$ cat src/design/srw_pkg.sv
// Package of constants and types for the system reset watchdog
`default_nettype none
package srw_pkg;
	// ------------------------------------------------------------
	// Clock and time bases
	// ------------------------------------------------------------
	localparam int CLK_HZ = 25000000;
	localparam int TICK_MS = 1;
	localparam int TICK_CYCLES = CLK_HZ / 1000 * TICK_MS;
	localparam int DIV_W = 15;
	localparam logic [DIV_W-1:0] DIV_LAST = DIV_W'(TICK_CYCLES - 1);
	localparam logic [DIV_W-1:0] DIV_ZERO = 15'h0000;
	// ------------------------------------------------------------
	// Delay codes
	// ------------------------------------------------------------
	localparam int SEL_W = 5;
	localparam logic [SEL_W-1:0] RST_SEL_MAX = 5'h10;
	localparam logic [SEL_W-1:0] INIT_SEL_MAX = 5'h0F;
	localparam logic [SEL_W-1:0] SEL_OFF = 5'h00;
	localparam int RST_MS_BASE = 1;
	localparam int INIT_MS_BASE = 100;
	localparam int TO_MS_STEP = 10;
	localparam int TO_W = 8;
	localparam int MS_W = 22;
	localparam logic [MS_W-1:0] MS_ZERO = 22'h000000;
	localparam logic [MS_W-1:0] MS_ONE = 22'h000001;
	localparam logic [TO_W-1:0] TO_ZERO = 8'h00;
	localparam int PULSE_MS = 1;
	localparam int RAIL_W = 12;
	typedef enum {
		SRW_ST_WAIT_PG,
		SRW_ST_DELAY,
		SRW_ST_RELEASED
	} srw_seq_type;
	typedef enum {
		SRW_WD_IDLE,
		SRW_WD_INIT,
		SRW_WD_RUN,
		SRW_WD_EXPIRED
	} srw_wd_type;
endpackage : srw_pkg
`default_nettype wire

$ cat src/design/srw_tick_if.sv
// Interface carrying the millisecond tick between block modules
`default_nettype none
interface srw_tick_if;
	logic tick;
	modport src (output tick);
	modport dst (input tick);
endinterface : srw_tick_if
`default_nettype wire

$ cat src/design/srw_ms_tick.sv
// Millisecond tick generator
`default_nettype none
module srw_ms_tick
	import srw_pkg::*;
(
	input wire logic clk,
	input wire logic sys_rst,
	srw_tick_if.src tk
);
	logic [DIV_W-1:0] div;
	// ------------------------------------------------------------
	// Free running divider
	// ------------------------------------------------------------
	always_ff @(posedge clk) begin
		if (sys_rst) begin
			div <= DIV_ZERO;
			tk.tick <= 1'b0;
		end else begin
			tk.tick <= (div == DIV_LAST);
			div <= (div == DIV_LAST) ? DIV_ZERO : div + DIV_W'(1);
		end
	end
	// Tick lasts one cycle and only follows a divider wrap, so ticks sit one ms apart
	a_tick_spacing: assert property (@(posedge clk) disable iff (sys_rst)
		tk.tick |-> (div == DIV_ZERO) ##1 !tk.tick)
		else $error("tick off the divider wrap");
endmodule : srw_ms_tick
`default_nettype wire

$ cat src/design/srw_watchdog.sv
// System reset sequencing and watchdog timer top
// ------------------------------------------------------------
// How it works
// - Reset output stays asserted until selected rails are good, then a delay.
// - Reset delay code picks 0 ms or 1 ms doubling up to 32.8 s.
// - One kick input, one timeout output; watchdog free or tied to reset release.
// - Host kicks via input toggle or command strobe; either restarts count.
// - Initial wait code: 0, or 100 ms doubling to 1638 s before timing.
// - Timeout period is code times 10 ms, 0 to 2.55 s.
// - On expiry assert timeout output or pulse the reset output, as chosen.
// - Expired state holds until next kick by pin or command, or until wd_enable drops.
// ------------------------------------------------------------
`default_nettype none
module srw_watchdog
	import srw_pkg::*;
(
	input wire logic clk,
	input wire logic sys_rst,
	input wire logic [RAIL_W-1:0] rail_good,
	input wire logic [RAIL_W-1:0] rail_select,
	input wire logic [SEL_W-1:0] reset_delay_sel,
	input wire logic wd_enable,
	input wire logic wd_tied_to_reset,
	input wire logic wd_pulse_mode,
	input wire logic [SEL_W-1:0] wd_init_sel,
	input wire logic [TO_W-1:0] wd_timeout_sel,
	input wire logic watchdog_kick_input,
	input wire logic wd_kick_cmd,
	output logic system_reset_n,
	output logic watchdog_timeout_output,
	output logic wd_expired
);
	srw_tick_if tk ();
	srw_seq_type seq;
	srw_wd_type wd;
	logic [MS_W-1:0] seq_cnt;
	logic [MS_W-1:0] init_cnt;
	logic [TO_W-1:0] to_cnt;
	logic [3:0] to_sub;
	logic kick_q;
	logic kick;
	logic pulse_act;
	logic rails_ok;
	logic [MS_W-1:0] rst_ms;
	logic [MS_W-1:0] init_ms;

	srw_ms_tick u_tick (.clk(clk), .sys_rst(sys_rst), .tk(tk));

	// ------------------------------------------------------------
	// Decode of selectable durations
	// ------------------------------------------------------------
	// All selected rails must be good; empty selection never releases
	assign rails_ok = ((rail_good & rail_select) == rail_select) && (rail_select != '0);
	// Codes above the table clamp to the largest entry
	always_comb begin
		if (reset_delay_sel == SEL_OFF) begin
			rst_ms = MS_ZERO;
		end else if (reset_delay_sel > RST_SEL_MAX) begin
			rst_ms = MS_W'(RST_MS_BASE) << (RST_SEL_MAX - 1'b1);
		end else begin
			rst_ms = MS_W'(RST_MS_BASE) << (reset_delay_sel - 1'b1);
		end
		if (wd_init_sel == SEL_OFF) begin
			init_ms = MS_ZERO;
		end else if (wd_init_sel > INIT_SEL_MAX) begin
			init_ms = MS_W'(INIT_MS_BASE) << (INIT_SEL_MAX - 1'b1);
		end else begin
			init_ms = MS_W'(INIT_MS_BASE) << (wd_init_sel - 1'b1);
		end
	end

	// ------------------------------------------------------------
	// Power-on reset sequencing
	// ------------------------------------------------------------
	always_ff @(posedge clk) begin
		if (sys_rst) begin
			seq <= SRW_ST_WAIT_PG;
			seq_cnt <= MS_ZERO;
		end else begin
			case (seq)
				SRW_ST_WAIT_PG: begin
					seq_cnt <= MS_ZERO;
					if (rails_ok) begin
						seq <= SRW_ST_DELAY;
					end
				end
				SRW_ST_DELAY: begin
					// Rail dropout restarts the wait
					if (!rails_ok) begin
						seq <= SRW_ST_WAIT_PG;
					end else if (seq_cnt >= rst_ms) begin
						seq <= SRW_ST_RELEASED;
					end else if (tk.tick) begin
						seq_cnt <= seq_cnt + MS_ONE;
					end
				end
				SRW_ST_RELEASED: begin
					if (!rails_ok) begin
						seq <= SRW_ST_WAIT_PG;
					end
				end
				default: seq <= SRW_ST_WAIT_PG;
			endcase
		end
	end

	// ------------------------------------------------------------
	// Kick detection
	// ------------------------------------------------------------
	// Pin treated synchronous; any edge is a kick
	always_ff @(posedge clk) begin
		if (sys_rst) begin
			kick_q <= 1'b0;
		end else begin
			kick_q <= watchdog_kick_input;
		end
	end
	assign kick = (watchdog_kick_input != kick_q) || wd_kick_cmd;

	// ------------------------------------------------------------
	// Watchdog state machine
	// ------------------------------------------------------------
	always_ff @(posedge clk) begin
		if (sys_rst) begin
			wd <= SRW_WD_IDLE;
			init_cnt <= MS_ZERO;
			to_cnt <= TO_ZERO;
			to_sub <= 4'h0;
		end else begin
			case (wd)
				SRW_WD_IDLE: begin
					init_cnt <= MS_ZERO;
					// Tied mode waits for reset release
					if (wd_enable && (!wd_tied_to_reset || seq == SRW_ST_RELEASED)) begin
						wd <= SRW_WD_INIT;
					end
				end
				SRW_WD_INIT: begin
					if (!wd_enable) begin
						wd <= SRW_WD_IDLE;
					end else if (init_cnt >= init_ms) begin
						wd <= SRW_WD_RUN;
						to_cnt <= wd_timeout_sel;
						to_sub <= 4'h0;
					end else if (tk.tick) begin
						init_cnt <= init_cnt + MS_ONE;
					end
				end
				SRW_WD_RUN: begin
					if (!wd_enable) begin
						wd <= SRW_WD_IDLE;
					end else if (kick) begin
						to_cnt <= wd_timeout_sel;
						to_sub <= 4'h0;
					end else if (to_cnt == TO_ZERO) begin
						wd <= SRW_WD_EXPIRED;
					end else if (tk.tick) begin
						// Ten ms per timeout step
						if (to_sub == 4'(TO_MS_STEP - 1)) begin
							to_sub <= 4'h0;
							to_cnt <= to_cnt - TO_W'(1);
						end else begin
							to_sub <= to_sub + 4'h1;
						end
					end
				end
				SRW_WD_EXPIRED: begin
					if (!wd_enable) begin
						wd <= SRW_WD_IDLE;
					end else if (kick) begin
						wd <= SRW_WD_RUN;
						to_cnt <= wd_timeout_sel;
						to_sub <= 4'h0;
					end
				end
				default: wd <= SRW_WD_IDLE;
			endcase
		end
	end

	// ------------------------------------------------------------
	// Outputs
	// ------------------------------------------------------------
	// Pulse lasts one ms tick window after entering expiry
	always_ff @(posedge clk) begin
		if (sys_rst) begin
			pulse_act <= 1'b0;
		end else if (wd == SRW_WD_RUN && to_cnt == TO_ZERO && !kick && wd_enable
			&& wd_pulse_mode) begin
			pulse_act <= 1'b1;
		end else if (tk.tick) begin
			pulse_act <= 1'b0;
		end
	end
	always_ff @(posedge clk) begin
		if (sys_rst) begin
			system_reset_n <= 1'b0;
			watchdog_timeout_output <= 1'b0;
			wd_expired <= 1'b0;
		end else begin
			system_reset_n <= (seq == SRW_ST_RELEASED) && !pulse_act;
			watchdog_timeout_output <= (wd == SRW_WD_EXPIRED) && !wd_pulse_mode;
			wd_expired <= (wd == SRW_WD_EXPIRED);
		end
	end

	// ------------------------------------------------------------
	// Checks
	// ------------------------------------------------------------
	// Registered release lags the rail sample by two edges, so a drop shows late
	a_reset_needs_rails: assert property (@(posedge clk) disable iff (sys_rst)
		system_reset_n |-> $past(rails_ok, 2))
		else $error("reset released without rails");
	a_zero_delay_release: assert property (@(posedge clk) disable iff (sys_rst)
		(seq == SRW_ST_DELAY && rails_ok && reset_delay_sel == SEL_OFF)
		|=> seq == SRW_ST_RELEASED)
		else $error("zero delay not immediate");
	a_tied_waits: assert property (@(posedge clk) disable iff (sys_rst)
		(wd == SRW_WD_IDLE && wd_tied_to_reset && seq != SRW_ST_RELEASED)
		|=> wd == SRW_WD_IDLE)
		else $error("tied watchdog started early");
	a_kick_reloads: assert property (@(posedge clk) disable iff (sys_rst)
		(wd == SRW_WD_RUN && wd_enable && kick) |=> to_cnt == $past(wd_timeout_sel))
		else $error("kick did not reload");
	a_zero_init_run: assert property (@(posedge clk) disable iff (sys_rst)
		(wd == SRW_WD_INIT && wd_enable && wd_init_sel == SEL_OFF) |=> wd == SRW_WD_RUN)
		else $error("zero init wait not immediate");
	a_timeout_expires: assert property (@(posedge clk) disable iff (sys_rst)
		(wd == SRW_WD_RUN && wd_enable && !kick && to_cnt == TO_ZERO)
		|=> ##1 wd_expired)
		else $error("expiry missed");
	a_timeout_pin_level: assert property (@(posedge clk) disable iff (sys_rst)
		(wd == SRW_WD_EXPIRED && !wd_pulse_mode) |=> watchdog_timeout_output)
		else $error("timeout output not asserted");
	a_expiry_pulses_reset: assert property (@(posedge clk) disable iff (sys_rst)
		(wd == SRW_WD_RUN && wd_enable && !kick && to_cnt == TO_ZERO && wd_pulse_mode)
		|=> ##1 !system_reset_n)
		else $error("expiry gave no reset pulse");
	a_expired_holds: assert property (@(posedge clk) disable iff (sys_rst)
		(wd == SRW_WD_EXPIRED && wd_enable && !kick) |=> wd == SRW_WD_EXPIRED)
		else $error("expiry left without kick");
	a_edge_is_kick: assert property (@(posedge clk) disable iff (sys_rst)
		(wd == SRW_WD_EXPIRED && wd_enable && $changed(watchdog_kick_input))
		|=> wd == SRW_WD_RUN)
		else $error("pin edge ignored");
	c_release: cover property (@(posedge clk) $rose(system_reset_n));
	c_expiry: cover property (@(posedge clk) $rose(wd_expired));
	c_pulse: cover property (@(posedge clk) $rose(pulse_act));
	c_restart: cover property (@(posedge clk) $fell(wd_expired));
endmodule : srw_watchdog
`default_nettype wire

$ cat config.mk
export PLATFORM = sky130hd
export DESIGN_NAME = srw_watchdog
export DESIGN_NICKNAME = d
export VERILOG_FILES = /design/src/design/srw_pkg.sv /design/src/design/srw_tick_if.sv /design/src/design/srw_ms_tick.sv /design/src/design/srw_watchdog.sv
export SDC_FILE = /design/constraint.sdc
export NUM_CORES = 1
export LEC_CHECK = 0
export BUFFER_PORTS_ARGS = -buffer_cell sky130_fd_sc_hd__buf_2
export CAP_MARGIN = 20
export CORE_ASPECT_RATIO = 1.2
export CORE_MARGIN = 1.5
export CORE_UTILIZATION = 40
export DETAILED_ROUTE_END_ITERATION = 10
export GPL_ROUTABILITY_DRIVEN = 1
export GPL_TIMING_DRIVEN = 0
export PLACE_DENSITY = 0.66
export SLEW_MARGIN = 20
export SYNTH_ARGS = -nofsm -noshare
export SYNTH_HDL_FRONTEND = slang
export SYNTH_SLANG_ARGS = --single-unit
$ cat constraint.sdc
create_clock -name clk -period 5.7 [get_ports clk]
set_input_delay 0.855 -clock clk [delete_from_list [all_inputs] [get_ports clk]]
set_output_delay 0.855 -clock clk [all_outputs]
set_load 0.005 [all_outputs]
==> metrics.txt, run 1 <==
post-synthesis sequential area ratio=0.2846; vias per cell=~5.6; CTS Hold Bufs=0; CTS-repair resized insts=0; GR Overflow Total=0; cell mode on critical path=ha_1; Slew @ Worst Pin=~0.69 ns; DRT Pass-1 Iters=4; ANT cells=0; final hold viol count=0; CP peak stage delay=around 0.54 ns; prevailing post-synth register cell=dfxtp_1; post-layout instance area=about 6500 sq um; die height=between 100 and 150 um; Initial Util=0.4106; placed inst area=6176 sq um; Post-synth EDFFs=0; Hold Crit Class=reg2reg; skew final=about 0.0075 ns; nets=910; hpwl dp=~11 mm; drt first-iter violations=~360; Mapped Cells=~740; setup TNS=0 ns; Final GP Congestion=around 0.81; YS warnings=0; max-cap violation count=0; Logic pwr share=0.097; GRT Overall Usage=0.1895; Worst slew margin=0.5397; largest net degree at the start of global routing=14; die area=about 15000 sq um; core area=13880 sq um; Routed WL=between 10 and 15 mm; DR DRC count=0; Site Rows=47; CP bufs+invs=3; most common cell after layout, fill and taps aside=dfxtp_1; Hold Startpoint=pulse_act; first-pass GRT wire length=approximately 24 mm; routed wire length per instance=roughly 14 um; CP Class=in2reg; H-tree Lvls=3; PD cells=roughly 200 nW/um^2; Max Slew Vio Count=0; Worst-Skew Late Latency=approximately 0.34 ns; Crit. Startpoint=wd_init_sel[0]; clk buf depth=2; startpoint class of the critical path=input pin; leading area contributor after synthesis=dfxtp_1; Cell Int Power=1.001 mW; #FFs+latches synth=between 80 and 90; fin crit share=0.8044; Synth Cell Area=roughly 5700 sq um; Yosys cell types=between 60 and 70; I/O pins=between 50 and 60; CP max stage cell=or4_1; vias in the first global route=between 5k and 6k; Clk Tree Root Cell=clkbuf_16; RSZ-0062 raised after global routing=no; sequential group share of total power=0.436; NetSw=0.3136 mW; Net Sw Frac=0.2386; initial antenna violation count=0; Critical Path AT=around 4.8 ns; CTS tree=done; worst-path fanout max=10; area share of the leading cell type in the synthesized netlist=0.2846; Sink Count=81; Post-DRT Antenna Nets=0; # setup viols final=0; WP data required=approximately 5.9 ns; RR Startpoint=init_cnt[7]; Mapped Avg Cell Area=between 7 and 8 sq um; CP top delay family=simple AND/OR/NAND/NOR gates; layout cells sized above 1=0.09975; postcts setup bufs=0; Clk pwr share=0.467; commonest cells after routing, fill and taps aside=81 x dfxtp_1, 80 x nand2_1, 65 x nor2_1, 65 x a21oi_1, 54 x ha_1; P_leak=about 2.4 nW; CP cell instances=buf_2 > inv_1 > ha_1 > nor3b_1 > or2_2 > clkbuf_1 > nor3_1 > nand2_1 > ha_1 > a211oi_1 > o22ai_1 > a32oi_1 > and3_4 > a21oi_2 > or4_1 > mux2_1; routed via count=5545; outcome=complete, no violations; Worst Setup End Kind=register; Die Width=about 110 um; FMAX=~0.22 GHz; fin crit period=~4.6 ns; CTS clk-pin slew, worst paths=about 0.06 ns; IO Port Bufs=49; Syn-to-layout area delta=13.86%; VDD IR-drop max=0.1783 mV; number of buffers created by CTS=9; async set-reset flop share out of synthesis=0; synth top area cells=dfxtp_1 28%, ha_1 12%, a21oi_1 5.7%, nand2_1 5.3%, nand3_1 4.5%
metrics by stage:
| stage | util | setup slack (ns) | std cells | hold slack [ns] | total power [mW] |
|---|---|---|---|---|---|
| global placement | 0.4450 | 0.7843 | 967 | 0.4198 | 0.7108 |
| global route | 0.4675 | 0.8445 | 983 | 0.4568 | 1.366 |
| detailed placement | 0.4450 | 0.7689 | 967 | 0.4151 | 0.7118 |
| floorplan | - | 1.517 | 747 | 0.4013 | 0.6686 |
| finish | 0.4675 | 1.115 | 983 | 0.4464 | 1.314 |
| CTS | 0.4675 | 1.119 | 983 | 0.4342 | 1.326 |
routing by layer:
metal / global-route usage / vias up / share of wire
met5: 0 / - / 0
met4: 0.05485 / 0 / 0.018
met3: 0.03822 / 20 / 0.028
met2: 0.3368 / 70 / 0.49
met1: 0.2319 / 2591 / 0.46
li1: - / 2864 / -
power by group through the flow:
stage | registers [mW] | logic (mW) | clock network (mW)
detailed placement | 0.585 | 0.127 | 0
finish | 0.573 | 0.128 | 0.614
global placement | 0.585 | 0.126 | 0
global route | 0.573 | 0.145 | 0.648
floorplan | 0.585 | 0.0840 | 0
CTS | 0.573 | 0.128 | 0.625
state kept, by name (all words and copies together) (netlist names):
signal / cells
init_cnt: 22
seq_cnt: 22
u_tick.div: 15
to_cnt: 8
to_sub: 4
seq: 2
wd: 2
kick_q: 1
pulse_act: 1
system_reset_n: 1
u_tick.tk.tick: 1
watchdog_timeout_output: 1
wd_expired: 1
worst paths after layout:
check	to	slack [ns]	cells past startpoint
hold / removal	system_reset_n	0.45	1
setup / recovery	init_cnt[14]	1.12	16
setup reg to reg	init_cnt[14]	2.77	8
hold reg to reg	system_reset_n	0.45	1
final cells by class:
class	count	area (sq um)
multi-input combinational	609	3872
inverter	28	105.1
buffer	29	117.6
clock inverter	6	82.58
sequential	81	1622
clock buffer	10	229.0
timing repair buffer	49	245.2
tap	171	214.0
fill	1431	7391
cell usage after synthesis, types with 19 or more instances:
cell type,n
a21oi_1,65
nand3_1,51
or3_1,19
nor2_1,65
or4_1,19
dfxtp_1,81
inv_1,28
o31ai_1,23
o21ai_0,29
clkbuf_1,26
nand2_1,80
ha_1,54
kinds of logic after synthesis:
kind of cell,count (synthesis),share of synthesized area
multiplexers,9,0.01603
AO/OA/AOI/OAI,171,0.1875
adder cells (fa/ha/maj),54,0.1186
other,1,0.0006581
AND/OR/NAND/NOR,348,0.3213
XOR/XNOR,21,0.03228
buffers and inverters,57,0.03908
flip-flops,81,0.2846
(Power assumes the default switching activity.)
==> inputs of run 2 (changes only) <==
Settings changed: ABC_AREA set to 1.
Clock period 5.7 ns to 4.5 ns, I/O delays scaled along.
==> run 2 against run 1 <==
  * Worst setup slack lost 0.20 ns
  * Non-clock buffer count fell by 4
  * Power up 71%
  * Critical path type unchanged
  * Largest cell class unchanged
==> metrics.txt, run 2 <==
outcome=complete, no violations; prevailing post-synth register cell=dfxtp_1; Synth Cell Area=6512 sq um (+14%); die height=142.8 um (+6.8%); routed via count=6646 (+20%); Die Width=119.5 um (+6.7%); CP peak stage delay=0.34 ns (-0.20 ns); I/O pins=52 (unchanged); postcts setup bufs=0 (unchanged); RR Startpoint=seq_cnt[0]; RSZ-0062 raised after global routing=no; fin crit period=between 3 and 4 ns; DR DRC count=0 (unchanged); first-pass GRT wire length=27.78 mm (+18%); PD cells=305.2 nW/um^2 (+51%); Post-DRT Antenna Nets=0 (unchanged); # setup viols final=0 (unchanged); Yosys cell types=42 (-31%); GR Overflow Total=0 (unchanged); top-count cell post-synth=nand2_1; largest net degree at the start of global routing=15 (+1); VDD IR-drop max=0.2510 mV (+41%); async set-reset flop share out of synthesis=0 (unchanged); CP top delay family=simple AND/OR/NAND/NOR gates; CP cell instances=buf_2 > ha_1 > a21oi_1 > a21oi_1 > inv_1 > nor2_1 > inv_1 > nor2_1 > nand2_1 > ha_1 > a21oi_1 > o21ai_1 > a21oi_1 > nand2_1 > nor2_2 > nand2_2 > nand2_1 > buf_4 > nand2_1 > a21oi_1; Worst-Skew Late Latency=0.35 ns (about the same); drt first-iter violations=249 (-31%); most common cell after layout, fill and taps aside=nand2_1; area share of the leading cell type in the synthesized netlist=0.2490 (-0.03559); worst-path fanout max=10 (unchanged); leading area contributor after synthesis=dfxtp_1; DRT Pass-1 Iters=5 (+1); clk buf depth=2 (unchanged); smallest hold slack=0.4246 ns (-0.02182 ns); startpoint class of the critical path=input pin; CTS clk-pin slew, worst paths=0.06 ns (about the same); YS warnings=0 (unchanged); Post-synth top cells=260 x nand2_1, 178 x nor2_1, 127 x inv_1, 96 x nand3_1, 81 x dfxtp_1; Mapped Cells=1054 (+42%); IO Port Bufs=50 (+2.0%); vias per cell=4.986 (-12%); commonest cells after routing, fill and taps aside=260 x nand2_1, 178 x nor2_1, 127 x inv_1; Worst slew margin=0.6477 (+0.1080); FMAX=approximately 0.28 GHz; H-tree Lvls=3 (unchanged); routed wire length per instance=12.23 um (-14%); CTS-repair resized insts=0 (unchanged); synth top area cells=dfxtp_1 25%, nand2_1 15%, ha_1 10%, nor2_1 10%, nand3_1 7.4%; Routed WL=16.30 mm (+17%); max-cap violation count=0 (unchanged); P_leak=3.167 nW (+31%); Slew @ Worst Pin=0.5285 ns (-0.1587 ns); #FFs+latches synth=81 (unchanged); Worst Setup End Kind=register; setup TNS=0 ns (unchanged); post-layout instance area=7361 sq um (+13%); CTS tree=done; number of buffers created by CTS=9 (unchanged); CP Class=in2reg; fin crit share=0.7958; Initial Util=0.4131 (+0.002529); placed inst area=7042 sq um (+14%); final hold viol count=0 (unchanged); Crit. Startpoint=wd_init_sel[1]; Max Slew Vio Count=0 (unchanged); CP bufs+invs=4 (+1); WP data required=4.77 ns (-1.16 ns); die area=17060 sq um (+14%); Post-synth EDFFs=0 (unchanged); vias in the first global route=6256 (+20%); layout cells sized above 1=0.09156 (-0.008198); skew final=0.006182 ns (-0.001330 ns); nets=1223 (+34%); CTS Hold Bufs=0 (unchanged); hpwl dp=12.87 mm (+21%); post-synthesis sequential area ratio=0.2490 (-0.03559); ANT cells=0 (unchanged); initial antenna violation count=0 (unchanged); Hold Startpoint=pulse_act; Sink Count=81 (unchanged); Critical Path AT=3.85 ns (-0.96 ns); Mapped Avg Cell Area=6.179 sq um (-20%); core area=15770 sq um (+14%); CP max stage cell=nor2_1; Clk Tree Root Cell=clkbuf_16; Final GP Congestion=0.9017 (+11%); Hold Crit Class=reg2reg; Syn-to-layout area delta=13.03%; Site Rows=50 (+6.4%); Largest regs=init_cnt: 22 flops, seq_cnt: 22 flops, u_tick.div: 15 flops; cell mode on critical path=a21oi_1; GRT Overall Usage=0.1988 (+0.009380)
==> run 2: final timing paths <==
path / to / slack [ns] / cells after the start
setup / recovery: init_cnt[14] / 0.92 / 20
hold / removal: system_reset_n / 0.42 / 1
setup reg to reg: seq_cnt[9] / 2.16 / 12
hold reg to reg: system_reset_n / 0.42 / 1
==> run 2: metal layers <==
metal	up-vias	share of wire	global-route usage
met2	118	0.48	0.3578
li1	3528	-	-
met1	2963	0.45	0.2375
met5	-	0	0
met3	37	0.033	0.02276
met4	0	0.031	0.08835
==> run 2: area by class of cell <==
type / instances / area (sq um)
Buffer: 24 / 131.4
Clock buffer: 10 / 229.0
Clock inverter: 6 / 90.09
Fill cell: 1732 / 8404
Inverter: 132 / 495.5
Multi-Input combinational cell: 822 / 4283
Sequential cell: 81 / 1622
Tap cell: 208 / 260.3
Timing Repair Buffer: 50 / 250.2
==> run 2: worst reg2reg max path, delay by kind of cell (launching register included) <==
family          cells  cell delay (ns)
simple gates        6             0.68
flops               1             0.47
compound gates      2             0.41
buf+inv             3             0.40
fa+ha+maj           1             0.31
==> run 2: kinds of logic after synthesis <==
family | synth area share
AOI/OAI and AO/OA | 0.09337
xor gates and xnor gates | 0.05245
adders and majority gates | 0.1037
buffers and inverters | 0.09625
DFF | 0.2490
muxes | 0.01037
other | 0.0005758
and+or+nand+nor | 0.3942
==> run 2: power breakdown <==
| part | total [mW] | leakage (nW) | switching (mW) | internal (mW) |
|---|---|---|---|---|
| Clock | 0.813 | 0.153 | 0.324 | 0.489 |
| Combinational | 0.631 | 2.36 | 0.413 | 0.218 |
| Sequential | 0.803 | 0.655 | 0.0390 | 0.764 |
==> run 2: through the flow <==
| step | setup slack (ns) | utilization | power [mW] | instances |
|---|---|---|---|---|
| finish | 0.9188 | 0.4669 | 2.246 | 1333 |
| global route | 0.4000 | 0.4669 | 2.397 | 1333 |
| CTS | 0.8693 | 0.4669 | 2.263 | 1333 |
| detailed placement | 0.5225 | 0.4467 | 1.449 | 1317 |
| global placement | 0.5917 | 0.4467 | 1.444 | 1317 |
| floorplan | 1.328 | - | 1.297 | 1059 |
==> inputs of run 3 (changes only) <==
Settings changed: PLACE_DENSITY 0.66 to 0.68.
Clock period 4.5 ns to 2.94 ns, I/O delays scaled along.
==> run 3 against run 2 <==
  * Design area rose by 6.7%
  * Power is 63% higher
  * Combinational power up 93%
  * Die area unchanged
  * First-iteration DRC count up 14%
  * Critical path depth increased by 2
  * Sequential power is 53% higher
  * Critical path type unchanged
  * Largest cell class unchanged
  * Largest power group is now registers
==> metrics.txt, run 3 (synthesis gave the netlist of run 2 again) <==
Worst Setup End Kind=register; final hold viol count=0 (unchanged); routed wire length per instance=12.41 um (+1.4%); GR Overflow Total=0 (unchanged); ANT cells=0 (unchanged); vias per cell=4.979 (-0.15%); hpwl dp=12.61 mm (-2.1%); setup TNS=0 ns (unchanged); Largest regs=init_cnt: 22 flops, seq_cnt: 22 flops, u_tick.div: 15 flops; IO Port Bufs=50 (unchanged); FMAX=~0.35 GHz; core area=15770 sq um (unchanged); smallest hold slack=0.2887 ns (-0.1359 ns); GRT Overall Usage=0.1952 (-0.003684); Critical Path AT=3.09 ns (-0.76 ns); die height=142.8 um (unchanged); Worst slew margin=0.6256 (-0.02209); I/O pins=52 (unchanged); VDD IR-drop max=0.4350 mV (+73%); fillers=1646 (-5.0%); CTS clk-pin slew, worst paths=0.06 ns (about the same); Initial Util=0.4131 (unchanged); Syn-to-layout area delta=20.63%; WP data required=3.21 ns (-1.56 ns); startpoint class of the critical path=input pin; layout cells sized above 1=0.1525 (+0.06094); fin crit share=0.9583; DRT Pass-1 Iters=5 (unchanged); sequential group share of total power=0.337 (-0.021); Worst-Skew Late Latency=0.35 ns (about the same); nets=1239 (+1.3%); worst-path fanout max=5 (-5); Post-DRT Antenna Nets=0 (unchanged); Final GP Congestion=0.9070 (+0.59%); routed via count=6716 (+1.1%); # setup viols final=0 (unchanged); clk buf depth=2 (unchanged); die area=17060 sq um (unchanged); commonest cells after routing, fill and taps aside=244 x nand2_1, 168 x nor2_1, 119 x inv_1; Slew @ Worst Pin=0.5616 ns (+0.03313 ns); skew final=0.006390 ns (+0.0002078 ns); CTS Hold Bufs=0 (unchanged); utilization after layout=0.4983 (+0.03143); Sink Count=81 (unchanged); post-layout instance area=7856 sq um (+6.7%); NetSw=1.273 mW (+64%); DR DRC count=0 (unchanged); Routed WL=16.74 mm (+2.6%); number of buffers created by CTS=9 (unchanged); CP Class=in2reg; PD cells=464.7 nW/um^2 (+52%); first-pass GRT wire length=27.23 mm (-2.0%); most common cell after layout, fill and taps aside=nand2_1; largest net degree at the start of global routing=15 (unchanged); drt first-iter violations=285 (+14%); Clk pwr share=0.330 (-0.032); Cell Int Power=2.378 mW (+62%); outcome=complete, no violations; max-cap violation count=0 (unchanged); Hold Crit Class=in2reg; H-tree Lvls=3 (unchanged); Net Sw Frac=0.3487 (+0.003337); Max Slew Vio Count=0 (unchanged); area of the multi-input gates=4561 sq um (+6.5%); Clk Tree Root Cell=clkbuf_16; Die Width=119.5 um (unchanged); register area=1622 sq um (unchanged); placed inst area=7042 sq um (unchanged); fin crit period=2.817 ns; Logic pwr share=0.333 (+0.052); vias in the first global route=6072 (-2.9%); P_leak=3.301 nW (+4.2%); CTS tree=done; Site Rows=50 (unchanged); initial antenna violation count=0 (unchanged)
[run 3: changes by cell type in the layout (fill, tap and decap cells not counted), sizes merged]
cell | previous run | this run
clkinv | 6 | 7
clkinvlp | 1 | 0
buf | 65 | 79
bufinv | 2 | 1
clkbuf | 19 | 22
[run 3: metrics by stage]
step	cells	power (mW)	setup WS, ns
floorplan	1059	1.985	0.001780
global placement	1317	2.209	-0.7486
detailed placement	1317	2.217	-0.8078
CTS	1336	3.443	0.003170
global route	1349	3.872	-0.03986
finish	1349	3.651	0.1226
[run 3: per-layer routing]
layer  vias to the layer above  global-route usage  routed length (um)
li1                       3560                   -                   -
met1                      2985              0.2347                7578
met2                       136              0.3436                8046
met3                        35             0.02516                 638
met4                         0             0.09398                 471
met5                         -                   0                   0
[run 3: repair_timing]
item	in CTS	in global routing
pin swaps	8	31
endpoints found under the setup margin	36	59
resized for setup	21	78
gates cloned	0	3
hold endpoints to repair	0	0
buffers inserted	3	10
[run 3: worst max-delay path, cell delays in order]
cell and delay (ns):
buf_6 0.10, inv_4 0.04, ha_4 0.15, inv_2 0.05, or2_4 0.14, nor2_4 0.04, buf_4 0.13, nor2_4 0.13
inv_2 0.07, nor2_2 0.14, nand2_1 0.07, ha_1 0.29, a21oi_1 0.16, o21ai_1 0.08, a21oi_2 0.24, nand2_2 0.11
nor2_4 0.16, nand2_4 0.11, nand2_8 0.13, clkbuf_16 0.15, nand2_1 0.04, a21oi_1 0.12
[run 3: layout make-up]
| type | count | area share |
|---|---|---|
| multi-input cells | 822 | 0.5805 |
| clock buffers | 11 | 0.03217 |
| plain buffers | 24 | 0.02182 |
| flip-flops and latches | 81 | 0.2064 |
| well taps | 208 | 0.03313 |
| inverters | 132 | 0.06402 |
| clock inverters | 5 | 0.007804 |
| repair buffers | 66 | 0.05415 |
[run 3: worst paths after layout]
check            startpoint                      end  slack (ns)  cells past startpoint
max          wd_init_sel[1]             init_cnt[17]        0.12                     22
min           wd_pulse_mode  watchdog_timeout_output        0.29                      2
max reg2reg      seq_cnt[0]              seq_cnt[10]        0.71                     12
min reg2reg       pulse_act           system_reset_n        0.43                      1
[run 3: power by group through the flow]
stage	Combinational (mW)	Sequential [mW]	Clock, mW
2_1_floorplan	0.744	1.24	0
4_1_cts	0.995	1.23	1.22
6_report	1.22	1.23	1.20
3_5_place_dp	0.963	1.25	0
3_3_place_gp	0.957	1.25	0
5_1_grt	1.36	1.24	1.27
